<file path="config.mk">
export PLATFORM = sky130hd
export DESIGN_NAME = swdpe_sequencer
export DESIGN_NICKNAME = d
export VERILOG_FILES = /design/src/hw/swdpe_pkg.sv /design/src/hw/swdpe_sequencer.sv
export SDC_FILE = /design/constraint.sdc
export NUM_CORES = 1
export LEC_CHECK = 0
export ABC_AREA = 0
export BUFFER_PORTS_ARGS = -buffer_cell sky130_fd_sc_hd__buf_2
export CORE_MARGIN = 10
export CORE_UTILIZATION = 60
export CTS_CLUSTER_DIAMETER = 40
export DETAILED_ROUTE_END_ITERATION = 8
export MAX_ROUTING_LAYER = met4
export PLACE_DENSITY_LB_ADDON = 0.25
export SLEW_MARGIN = 20
export SYNTH_ARGS = -nofsm -noshare
export SYNTH_HDL_FRONTEND = slang
export SYNTH_SLANG_ARGS = --single-unit
</file>
<file path="constraint.sdc">
create_clock -name sys_clk_i -period 3.2 [get_ports sys_clk_i]
set_clock_uncertainty 0.05 [all_clocks]
set_input_delay 0.16 -clock sys_clk_i [delete_from_list [all_inputs] [get_ports sys_clk_i]]
set_output_delay 0.16 -clock sys_clk_i [all_outputs]
set_load 0.05 [all_outputs]
</file>
<file path="src/hw/swdpe_pkg.sv">
`default_nettype none
package swdpe_pkg;
	// programming entry method chosen at start
	localparam logic MODE_RESET = 1'b0;
	localparam logic MODE_POWER = 1'b1;
	// three-bit acknowledge codes, sent least significant bit first
	localparam logic [2:0] ACK_OK = 3'h1;
	localparam logic [2:0] ACK_FAIL = 3'h7;
	// request packet framing bits
	localparam logic REQ_START = 1'b1;
	localparam logic REQ_STOP = 1'b0;
	localparam logic REQ_PARK = 1'b1;
	localparam int REQ_BITS = 8;
	localparam int ACK_BITS = 3;
	localparam int DATA_BITS = 32;
	localparam int DATA_PAR_BITS = DATA_BITS + 1;
	// minimum run of high bits in the line reset
	localparam int LINE_RESET_HIGH_MIN = 50;
	localparam int LINE_RESET_LOW_MIN = 1;
	localparam int CNT_W = 24;
	localparam int PHASE_W = 8;

	typedef enum logic [4:0] {
		ST_IDLE,
		ST_PWR_OFF,
		ST_RST_LOW,
		ST_SETTLE,
		ST_LR_HIGH,
		ST_LR_LOW,
		ST_READY,
		ST_ARM,
		ST_REQ,
		ST_TRN1,
		ST_ACK,
		ST_RDATA,
		ST_TRN2,
		ST_WDATA,
		ST_TAIL
	} swdpe_state_e;
endpackage : swdpe_pkg
`default_nettype wire

</file>
<file path="src/hw/swdpe_sequencer.sv">
`default_nettype none
module swdpe_sequencer #(
	parameter int HALF_CYC = 8,
	parameter int RST_HOLD_CYC = 400,
	parameter int RST_REL_CYC = 4000,
	parameter int PWR_OFF_CYC = 40000,
	parameter int PWR_ON_CYC = 40000,
	parameter int LR_HIGH_BITS = swdpe_pkg::LINE_RESET_HIGH_MIN,
	parameter int LR_LOW_BITS = 2,
	parameter int TAIL_BITS = 2
) (
	input wire logic sys_clk_i,
	input wire logic rst_n_i,
	// user side: session control
	input wire logic start_i,
	input wire logic mode_i,
	input wire logic no_reset_pin_i,
	input wire logic step_fail_i,
	// user side: one link transaction
	input wire logic req_valid_i,
	input wire logic req_apndp_i,
	input wire logic req_rnw_i,
	input wire logic [1:0] req_addr_i,
	input wire logic [31:0] req_wdata_i,
	input wire logic req_optional_i,
	output logic ready_o,
	output logic busy_o,
	output logic aborted_o,
	output logic rsp_valid_o,
	output logic rsp_ok_o,
	output logic [2:0] rsp_ack_o,
	output logic [31:0] rsp_rdata_o,
	// target pins
	output logic swdclk_o,
	output logic swdio_o,
	output logic swdio_oe_o,
	input wire logic swdio_i,
	output logic external_reset_low_n_o,
	output logic power_en_o
);
	import swdpe_pkg::*;

	localparam int BIT_CYC = 2 * HALF_CYC;
	localparam logic [PHASE_W-1:0] PH_LAST = PHASE_W'(BIT_CYC - 1);
	localparam logic [PHASE_W-1:0] PH_SAMPLE = PHASE_W'(HALF_CYC - 1);
	localparam logic [PHASE_W-1:0] PH_HIGH = PHASE_W'(HALF_CYC);

	typedef struct packed {
		swdpe_state_e st;
		logic [PHASE_W-1:0] phase;
		logic [CNT_W-1:0] cnt;
		logic [DATA_PAR_BITS-1:0] shreg;
		logic [DATA_PAR_BITS-1:0] rd;
		logic [2:0] ack;
		logic rnw;
		logic optional;
		logic [2:0] sync;
		logic din;
		logic clk;
		logic dio;
		logic oe;
		logic rst_n;
		logic pwr;
		logic ready;
		logic busy;
		logic aborted;
		logic rsp_valid;
		logic rsp_ok;
		logic [2:0] rsp_ack;
		logic [31:0] rsp_rdata;
	} swdpe_state_s;

	swdpe_state_s cur_r;
	swdpe_state_s cur_nxt;

	function automatic logic swdpe_par32(input logic [31:0] d);
		swdpe_par32 = ^d;
	endfunction : swdpe_par32

	function automatic logic [REQ_BITS-1:0] swdpe_req_byte(input logic apndp, input logic rnw,
		input logic [1:0] a);
		// sent lsb first: start, apndp, rnw, a2, a3, parity, stop, park
		swdpe_req_byte = {REQ_PARK, REQ_STOP, apndp ^ rnw ^ a[0] ^ a[1], a[1], a[0], rnw,
			apndp, REQ_START};
	endfunction : swdpe_req_byte

	logic bit_end;
	logic sample;
	logic cnt_zero;
	logic ack_ok;
	logic par_ok;
	logic txn_ok;

	assign bit_end = (cur_r.phase == PH_LAST);
	assign sample = (cur_r.phase == PH_SAMPLE);
	assign cnt_zero = (cur_r.cnt == '0);
	assign ack_ok = (cur_r.ack == ACK_OK);
	assign par_ok = (swdpe_par32(cur_r.rd[DATA_BITS-1:0]) == cur_r.rd[DATA_BITS]);
	assign txn_ok = ack_ok && (!cur_r.rnw || par_ok);

	////////////////////////////////////////////////////////////////////////////////
	always_comb
	begin
		cur_nxt = cur_r;
		cur_nxt.rsp_valid = 1'b0;
		// link clock comes from a divider; host bits change while it is low
		cur_nxt.phase = bit_end ? '0 : cur_r.phase + PHASE_W'(1);
		cur_nxt.clk = (cur_nxt.phase >= PH_HIGH);
		// three-stage input; a change counts only once the last two agree
		cur_nxt.sync = {cur_r.sync[1:0], swdio_i};
		if (cur_r.sync[2] == cur_r.sync[1])
		begin
			cur_nxt.din = cur_r.sync[2];
		end
		if (!cnt_zero && (cur_r.st == ST_PWR_OFF || cur_r.st == ST_RST_LOW
			|| cur_r.st == ST_SETTLE))
		begin
			cur_nxt.cnt = cur_r.cnt - CNT_W'(1);
		end
		unique case (cur_r.st)
			ST_IDLE:
			begin
				if (start_i)
				begin
					cur_nxt.aborted = 1'b0;
					cur_nxt.busy = 1'b1;
					if (mode_i == MODE_POWER || no_reset_pin_i)
					begin
						cur_nxt.pwr = 1'b0;
						cur_nxt.cnt = CNT_W'(PWR_OFF_CYC - 1);
						cur_nxt.st = ST_PWR_OFF;
					end
					else
					begin
						cur_nxt.pwr = 1'b1;
						cur_nxt.rst_n = 1'b0;
						cur_nxt.cnt = CNT_W'(RST_HOLD_CYC - 1);
						cur_nxt.st = ST_RST_LOW;
					end
				end
			end
			ST_PWR_OFF:
			begin
				if (cnt_zero)
				begin
					cur_nxt.pwr = 1'b1;
					cur_nxt.cnt = CNT_W'(PWR_ON_CYC - 1);
					cur_nxt.st = ST_SETTLE;
				end
			end
			ST_RST_LOW:
			begin
				if (cnt_zero)
				begin
					cur_nxt.rst_n = 1'b1;
					cur_nxt.cnt = CNT_W'(RST_REL_CYC - 1);
					cur_nxt.st = ST_SETTLE;
				end
			end
			ST_SETTLE:
			begin
				// both methods join here, so all later traffic is common
				if (cnt_zero && bit_end)
				begin
					cur_nxt.dio = 1'b1;
					cur_nxt.oe = 1'b1;
					cur_nxt.cnt = CNT_W'(LR_HIGH_BITS - 1);
					cur_nxt.st = ST_LR_HIGH;
				end
			end
			ST_LR_HIGH:
			begin
				if (bit_end)
				begin
					if (cnt_zero)
					begin
						cur_nxt.dio = 1'b0;
						cur_nxt.cnt = CNT_W'(LR_LOW_BITS - 1);
						cur_nxt.st = ST_LR_LOW;
					end
					else
					begin
						cur_nxt.cnt = cur_r.cnt - CNT_W'(1);
					end
				end
			end
			ST_LR_LOW:
			begin
				if (bit_end)
				begin
					if (cnt_zero)
					begin
						cur_nxt.ready = 1'b1;
						cur_nxt.st = ST_READY;
					end
					else
					begin
						cur_nxt.cnt = cur_r.cnt - CNT_W'(1);
					end
				end
			end
			ST_READY:
			begin
				if (req_valid_i)
				begin
					cur_nxt.ready = 1'b0;
					cur_nxt.rnw = req_rnw_i;
					cur_nxt.optional = req_optional_i;
					cur_nxt.shreg = {swdpe_par32(req_wdata_i), req_wdata_i};
					cur_nxt.rd = {{(DATA_PAR_BITS - REQ_BITS){1'b0}},
						swdpe_req_byte(req_apndp_i, req_rnw_i, req_addr_i)};
					cur_nxt.st = ST_ARM;
				end
			end
			ST_ARM:
			begin
				// request byte waits in rd, write data in shreg
				if (bit_end)
				begin
					cur_nxt.dio = cur_r.rd[0];
					cur_nxt.rd = cur_r.rd >> 1;
					cur_nxt.cnt = CNT_W'(REQ_BITS - 1);
					cur_nxt.st = ST_REQ;
				end
			end
			ST_REQ:
			begin
				if (bit_end)
				begin
					if (cnt_zero)
					begin
						cur_nxt.oe = 1'b0;
						cur_nxt.st = ST_TRN1;
					end
					else
					begin
						cur_nxt.dio = cur_r.rd[0];
						cur_nxt.rd = cur_r.rd >> 1;
						cur_nxt.cnt = cur_r.cnt - CNT_W'(1);
					end
				end
			end
			ST_TRN1:
			begin
				if (bit_end)
				begin
					cur_nxt.cnt = CNT_W'(ACK_BITS - 1);
					cur_nxt.st = ST_ACK;
				end
			end
			ST_ACK:
			begin
				if (sample)
				begin
					cur_nxt.ack = {cur_r.din, cur_r.ack[2:1]};
				end
				if (bit_end)
				begin
					if (!cnt_zero)
					begin
						cur_nxt.cnt = cur_r.cnt - CNT_W'(1);
					end
					else if (ack_ok && cur_r.rnw)
					begin
						cur_nxt.cnt = CNT_W'(DATA_PAR_BITS - 1);
						cur_nxt.st = ST_RDATA;
					end
					else
					begin
						cur_nxt.st = ST_TRN2;
					end
				end
			end
			ST_RDATA:
			begin
				if (sample)
				begin
					cur_nxt.rd = {cur_r.din, cur_r.rd[DATA_PAR_BITS-1:1]};
				end
				if (bit_end)
				begin
					if (cnt_zero)
					begin
						cur_nxt.st = ST_TRN2;
					end
					else
					begin
						cur_nxt.cnt = cur_r.cnt - CNT_W'(1);
					end
				end
			end
			ST_TRN2:
			begin
				// host takes the line back after the turnaround slot
				if (bit_end)
				begin
					cur_nxt.oe = 1'b1;
					if (ack_ok && !cur_r.rnw)
					begin
						cur_nxt.dio = cur_r.shreg[0];
						cur_nxt.shreg = cur_r.shreg >> 1;
						cur_nxt.cnt = CNT_W'(DATA_PAR_BITS - 1);
						cur_nxt.st = ST_WDATA;
					end
					else
					begin
						cur_nxt.dio = 1'b0;
						cur_nxt.cnt = CNT_W'(TAIL_BITS - 1);
						cur_nxt.st = ST_TAIL;
					end
				end
			end
			ST_WDATA:
			begin
				if (bit_end)
				begin
					if (cnt_zero)
					begin
						cur_nxt.dio = 1'b0;
						cur_nxt.cnt = CNT_W'(TAIL_BITS - 1);
						cur_nxt.st = ST_TAIL;
					end
					else
					begin
						cur_nxt.dio = cur_r.shreg[0];
						cur_nxt.shreg = cur_r.shreg >> 1;
						cur_nxt.cnt = cur_r.cnt - CNT_W'(1);
					end
				end
			end
			ST_TAIL:
			begin
				if (bit_end)
				begin
					if (!cnt_zero)
					begin
						cur_nxt.cnt = cur_r.cnt - CNT_W'(1);
					end
					else
					begin
						cur_nxt.rsp_valid = 1'b1;
						cur_nxt.rsp_ok = txn_ok;
						cur_nxt.rsp_ack = (ack_ok && !txn_ok) ? ACK_FAIL : cur_r.ack;
						cur_nxt.rsp_rdata = cur_r.rd[DATA_BITS-1:0];
						if (!txn_ok && !cur_r.optional)
						begin
							cur_nxt.aborted = 1'b1;
							cur_nxt.busy = 1'b0;
							cur_nxt.st = ST_IDLE;
						end
						else
						begin
							cur_nxt.ready = 1'b1;
							cur_nxt.st = ST_READY;
						end
					end
				end
			end
		endcase
		// a failed step from the user halts the flow from any active state
		if (step_fail_i && cur_r.st != ST_IDLE)
		begin
			cur_nxt.aborted = 1'b1;
			cur_nxt.busy = 1'b0;
			cur_nxt.ready = 1'b0;
			cur_nxt.rst_n = 1'b1;
			cur_nxt.dio = 1'b0;
			cur_nxt.oe = 1'b1;
			cur_nxt.st = ST_IDLE;
		end
	end

	////////////////////////////////////////////////////////////////////////////////
	always_ff @(posedge sys_clk_i or negedge rst_n_i)
	begin
		if (!rst_n_i)
		begin
			cur_r <= '0;
			cur_r.st <= ST_IDLE;
			cur_r.rst_n <= 1'b1;
			cur_r.oe <= 1'b1;
		end
		else
		begin
			cur_r <= cur_nxt;
		end
	end

	assign ready_o = cur_r.ready;
	assign busy_o = cur_r.busy;
	assign aborted_o = cur_r.aborted;
	assign rsp_valid_o = cur_r.rsp_valid;
	assign rsp_ok_o = cur_r.rsp_ok;
	assign rsp_ack_o = cur_r.rsp_ack;
	assign rsp_rdata_o = cur_r.rsp_rdata;
	assign swdclk_o = cur_r.clk;
	assign swdio_o = cur_r.dio;
	assign swdio_oe_o = cur_r.oe;
	assign external_reset_low_n_o = cur_r.rst_n;
	assign power_en_o = cur_r.pwr;
endmodule : swdpe_sequencer
`default_nettype wire

</file>
==> out/metrics.cfg, run 1 <==
[logic_synthesis]
synth-seq-cells = 156
synth_cell_types = 75
syn-instance-count = 1091
syn_area_sq_um = 9220
synth.top_cell.area_share_pct = 41.8
yosysWarnings = 0
yosysSeqAreaShare_pct = 42.4
synth_edf_count = 0
async_reset_ff_share_pct = 100
synth.avg_cell_area_sq_um = 8.45
synthTopCellsByArea = dfrtp_1, nand2_1, xnor2_1
synth-main-ff-cell = dfrtp_1
synth_top_area_cell = dfrtp_1
synth_fp_nets = 1140

[sta]
slew_headroom_pct = 48.2
max_freq_mhz = 331
min_period_over_period_pct = 94.4
setup_viol = 0
slew_violations = 0
tns_ns = 0
tightest_slew_ns = 0.777
rsz0062_at_grt = false
hold_violations = 0
period_needed_ns = 3.02

[hold_path]
worstHoldPathType = primary input to flop

[setup_path]
crit_fanout = 13
critPathBufInv = 2
worstPathRequired_ns = 3.43
start_kind = flop
cp_top_family = simple AND/OR/NAND/NOR gates
crit_top_cell = nand2_1
cp.arrival_ns = 3.25
crit_chain = inv_1, ha_1, nor3b_1, nand3_1, or3_1, buf_4, nand4_1, nor4b_4, nand2_1, nand2_1, a41oi_1
endpoint_kind = flop
slowest_delay_ns = 0.52
worstSetupPathType = flop to flop
cp_slowest_cell = dfrtp_1

[cts]
clkTransAtPathRegs_ns = 0.07
clockBufferDepth = 2
htree_num_levels = 4
clk_latency_ns = 0.43
cts-buffers-inserted = 17
cts_tree = yes
clockRootBuffer = clkbuf_16
clock-sinks = 156

[finish]
n_fill_cell = 1181
layout_common_cells = nand2_1, dfrtp_1, nor2_1, o21ai_0, buf_2
layout_commonest_cell = nand2_1
stdcell_count = 1386
num_antenna_cells = 0
syn_to_final_growth_pct = 16.7
fin_nets = 1235
drive_above_1_share_pct = 17.4

[flow_run]
maxCapViolCount = 0

[place]
dp_cells = 1320
gp_congestion = 1.00
port_buffers = 89
dpl.hpwl_um = 17800

[detailed_routing]
drtAntennaViolNets = 0
post_drt_wl_per_cell_um = 19.0
dr.pass1.iters = 6
drtIter0Drc = 654
drcViolationCount = 0
vias = 8430
via_per_inst = 6.08
routed_wl_um = 26400

[floorplan]
die_area_sq_um = 20700
pin_count = 90
core_area_sq_um = 15100
die_h_um = 144
core.rowCount = 45
die_x_um = 144
start_util_pct = 60.9

[grt]
overflow = 0
grt_pass1_wl_um = 42800
grt_use_total_pct = 26.7
grt_pass1_vias = 8247
antenna_found_initial = 0
grt_max_degree = 80

[power]
ir_worst_vdd_mv = 0.489
finalPower_mw = 8.39
power.leakage_nw = 4.83
p_per_area_nw_per_um2 = 781

[outcome]
status = completed

[repair_timing]
item                                    CTS  global route
hold buffers                             35             0
buffers inserted                          0             0
endpoints found under the setup margin    0             1
hold endpoints to repair                109             0
gates resized for setup                   0             1
[metrics by stage]
| stage | util [%] | setup slack [ns] | hold WS [ns] | instance area (sq um) |
|---|---|---|---|---|
| after floorplan | - | 0.630 | -0.186 | 9220 |
| after global placement | 64.9 | 0.377 | 0.204 | 9830 |
| after detailed placement | 64.9 | 0.262 | 0.208 | 9830 |
| after CTS | 71.0 | 0.235 | 0.00586 | 10800 |
| after global routing | 71.0 | 0.00773 | 0.0245 | 10800 |
| final | 71.0 | 0.178 | 0.0199 | 10800 |
[path summary, 6_finish.rpt]
check                            startpoint           to  slack (ns)  cells past startpoint
worst max-delay path             cur_r[120]   cur_r[138]        0.18                     11
worst min-delay path            step_fail_i   swdio_oe_o        0.02                      2
worst max register to register   cur_r[120]   cur_r[138]        0.18                     11
worst min register to register  cur_nxt[47]  cur_nxt[48]        0.30                      0
max in group asynchronous           rst_n_i   cur_r[116]        1.91                      3
min in group asynchronous           rst_n_i   cur_r[141]        0.29                      2
[state kept, by name (all words and copies together) (netlist names)]
name / count
swdio_o: 1
ready_o: 1
rsp_rdata_o: 32
cur_r: 109
rsp_ok_o: 1
swdio_oe_o: 1
external_reset_low_n_o: 1
busy_o: 1
aborted_o: 1
power_en_o: 1
rsp_valid_o: 1
rsp_ack_o: 3
cur_nxt: 2
swdclk_o: 1
[power by group]
| group | switching [mW] | internal, mW | total, mW | leakage, nW |
|---|---|---|---|---|
| registers | 0.459 | 2.36 | 2.82 | 2.06 |
| logic | 2.09 | 1.47 | 3.57 | 2.48 |
| clock network | 0.895 | 1.11 | 2.01 | 0.285 |
| total | 3.45 | 4.95 | 8.39 | 4.83 |
[synth_stat cells, types with 6 or more instances]
| library cell | count |
|---|---|
| a21oi_1 | 45 |
| a221o_1 | 31 |
| a31oi_1 | 14 |
| buf_2 | 19 |
| buf_4 | 38 |
| clkbuf_1 | 40 |
| dfrtp_1 | 154 |
| inv_1 | 7 |
| mux2i_1 | 6 |
| nand2_1 | 243 |
| nand2b_1 | 8 |
| nand3_1 | 14 |
| nand4_1 | 6 |
| nor2_1 | 106 |
| nor2b_1 | 13 |
| nor3_1 | 26 |
| nor3b_1 | 6 |
| nor4_1 | 6 |
| o21ai_0 | 92 |
| o21ai_1 | 9 |
| o31ai_1 | 6 |
| or3_1 | 10 |
| xnor2_1 | 64 |
| xor2_1 | 17 |
[final cells by class]
class / instances / area, sq um / area share (%)
flip-flops and latches: 156 / 3910 / 36.3
clock buffers: 18 / 439 / 4.08
multi-input cells: 826 / 4760 / 44.3
inverters: 8 / 30.0 / 0.279
well taps: 188 / 235 / 2.19
repair buffers: 177 / 1250 / 11.6
clock inverters: 13 / 133 / 1.23
[per-layer routing]
metal | vias up | GRT usage (%) | routed length, um
li1 | 3940 | - | -
met1 | 4033 | 33.7 | 11100
met2 | 390 | 41.4 | 12600
met3 | 67 | 4.72 | 1910
met4 | 0 | 11.4 | 764
met5 | - | - | 0
[worst register-to-register path, stage by stage (launching register included)]
cell     delay [ns]
dfrtp_1        0.52
inv_1          0.20
ha_1           0.17
nor3b_1        0.19
nand3_1        0.16
or3_1          0.36
buf_4          0.20
nand4_1        0.13
nor4b_4        0.37
nand2_1        0.09
nand2_1        0.28
a41oi_1        0.16
[cell families (layout without fill, tap and decap cells)]
logic type	count (synthesis)	in the layout	synth area share, %
flip-flops	156	156	42.4
adder cells (fa/ha/maj)	6	6	0.760
buffers and inverters	109	216	6.33
XOR/XNOR	82	82	7.94
multiplexers	11	11	1.26
AND/OR/NAND/NOR	473	473	23.4
AO/OA/AOI/OAI	254	254	18.0
Note: power is estimated with default switching activity, not from simulation.
==> run 2: changes to the inputs <==
--- a/config.mk
+++ b/config.mk
@@ -8,7 +8,7 @@
 export ABC_AREA = 0
 export BUFFER_PORTS_ARGS = -buffer_cell sky130_fd_sc_hd__buf_2
 export CORE_MARGIN = 10
-export CORE_UTILIZATION = 60
+export CORE_UTILIZATION = 54
 export CTS_CLUSTER_DIAMETER = 40
 export DETAILED_ROUTE_END_ITERATION = 8
 export MAX_ROUTING_LAYER = met4
==> constraint.sdc (replaced) <==
create_clock -name sys_clk_i -period 2.75 [get_ports sys_clk_i]
set_clock_uncertainty 0.05 [all_clocks]
set_input_delay 0.1375 -clock sys_clk_i [delete_from_list [all_inputs] [get_ports sys_clk_i]]
set_output_delay 0.1375 -clock sys_clk_i [all_outputs]
set_load 0.05 [all_outputs]
==> out/metrics.cfg, run 2 (synthesis gave the netlist of run 1 again) <==
[finish]
drive_above_1_share_pct = 21.6  ; +4.2 points
largest_reg_flops = 109  ; unchanged
layout_common_cells = nand2_1, dfrtp_1, nor2_1, buf_4, o21ai_0
layout_commonest_cell = nand2_1
finalInstanceArea_sq_um = 11200  ; +4.5%
n_fill_cell = 1360  ; +15%
regMostFlops = cur_r
fin_nets = 1286  ; +4.1%
num_antenna_cells = 0  ; unchanged
syn_to_final_growth_pct = 22.0

[cts]
cts_tree = yes
clk_latency_ns = 0.43  ; about the same
clockBufferDepth = 2  ; unchanged
clockRootBuffer = clkbuf_16
cts-buffers-inserted = 17  ; unchanged
clock-sinks = 156  ; unchanged
htree_num_levels = 4  ; unchanged
clkTransAtPathRegs_ns = 0.07  ; about the same

[grt]
grt_pass1_vias = 8442  ; +2.4%
grt_pass1_wl_um = 43800  ; +2.4%
grt_use_total_pct = 24.5  ; -2.2 points
overflow = 0  ; unchanged
antenna_found_initial = 0  ; unchanged
grt_max_degree = 77  ; -3.8%

[flow_run]
maxCapViolCount = 0  ; unchanged

[floorplan]
start_util_pct = 55.4  ; -5.5 points
die_h_um = 151  ; +4.7%
die_area_sq_um = 22700  ; +9.5%
core.rowCount = 47  ; +4.4%
pin_count = 90  ; unchanged
core_area_sq_um = 16600  ; +9.9%
die_x_um = 151  ; +4.7%

[setup_path]
timing.rr.start = cur_r[121]
critPathBufInv = 3  ; +1
crit_start = cur_r[121]
worstSetupPathType = flop to flop
cp.arrival_ns = 2.93  ; -0.32 ns
crit_top_cell = buf_4
cp_top_family = simple AND/OR/NAND/NOR gates
worstPathRequired_ns = 3.03  ; -0.40 ns
crit_chain = inv_1, ha_1, nor3b_2, nand3_2, nor3_4, buf_4, buf_4, nor3_2, and2_1, xor2_1, a21oi_1, o21ai_0
slowest_delay_ns = 0.40  ; -0.12 ns
crit_fanout = 6  ; -7
endpoint_kind = flop
start_kind = flop
cp_slowest_cell = dfrtp_1

[sta]
min_period_over_period_pct = 96.3  ; +1.9 points
setup_viol = 0  ; unchanged
slew_violations = 0  ; unchanged
tightest_slew_ns = 0.698  ; -0.0790 ns
max_freq_mhz = 377  ; +14%
period_needed_ns = 2.65  ; -0.373 ns
holdWs_ns = 0.0154  ; -0.00450 ns
hold_violations = 0  ; unchanged
slew_headroom_pct = 53.0  ; +4.8 points

[detailed_routing]
post_drt_wl_per_cell_um = 18.1  ; -5.0%
vias = 8544  ; +1.4%
routed_wl_um = 26600  ; +0.78%
drtIter0Drc = 817  ; +25%
drtAntennaViolNets = 0  ; unchanged
via_per_inst = 5.81  ; -4.4%
drcViolationCount = 0  ; unchanged
dr.pass1.iters = 5  ; -1

[power]
p_per_area_nw_per_um2 = 891  ; +14%
finalPower_mw = 10.0  ; +19%
ir_worst_vdd_mv = 0.504  ; +3.1%
power.leakage_nw = 5.10  ; +5.6%

[hold_path]
worstHoldPathType = primary input to flop
holdCritStartpoint = req_apndp_i

[place]
place_area_sq_um = 10200  ; +4.2%
port_buffers = 89  ; unchanged
gp_congestion = 1.09  ; +9.0%
dpl.hpwl_um = 18600  ; +4.5%

[outcome]
status = completed

run 2: per-layer routing:
metal / GRT usage [%] / routed length [um] / part of all wire (%) / up-vias
met5: - / 0 / 0 / -
met4: 8.04 / 670 / 2.5 / 0
met3: 5.94 / 2090 / 7.9 / 66
met2: 37.7 / 12500 / 47 / 373
met1: 31.3 / 11300 / 43 / 4067
li1: - / - / - / 4038
run 2: per-stage QoR:
step           setup TNS, ns  instances  setup WS (ns)  utilization, %
3_5_place_dp        -0.00520       1400       -0.00520            61.5
5_1_grt              -0.0208       1470       -0.00907            67.6
4_1_cts                    0       1469         0.0364            67.2
2_1_floorplan              0       1091          0.180               -
6_report                   0       1470          0.101            67.6
3_3_place_gp               0       1400         0.0612            61.5
run 2: worst paths after layout:
kind	endpoint	slack (ns)	depth (start not counted)
setup / recovery	cur_r[124]	0.10	12
min in group asynchronous	cur_r[97]	0.22	2
hold / removal	cur_r[55]	0.02	3
max in group asynchronous	cur_r[105]	1.62	3
setup reg to reg	cur_r[124]	0.10	12
hold reg to reg	cur_nxt[48]	0.30	0
run 2: report_power, final:
group	leakage (nW)	switching (mW)	internal (mW)	total, mW
Clock	0.272	1.02	1.21	2.23
Sequential	2.06	0.430	2.75	3.18
Combinational	2.77	2.63	1.98	4.61
Total	5.10	4.08	5.94	10.0
run 2: timing repair:
| action | 4_1_cts | 5_1_grt |
|---|---|---|
| pin swaps | 0 | 6 |
| hold buffers | 37 | 0 |
| endpoints found under the setup margin | 5 | 67 |
| cloned | 0 | 0 |
| endpoints found under the hold margin | 107 | 0 |
| buffers inserted | 0 | 1 |
| resized for setup | 3 | 13 |
run 2: worst min-delay path: stages:
cell and delay (ns):
buf_2 0.10, mux2i_1 0.08, o21ai_0 0.13
run 2: cell type report:
type	instances	area [sq um]	area share, %
Sequential cell	156	3910	34.8
Timing Repair Buffer	228	1650	14.7
Tap cell	220	275	2.45
Clock inverter	12	104	0.924
Clock buffer	20	447	3.97
Inverter	8	30.0	0.267
Multi-Input combinational cell	826	4830	42.9
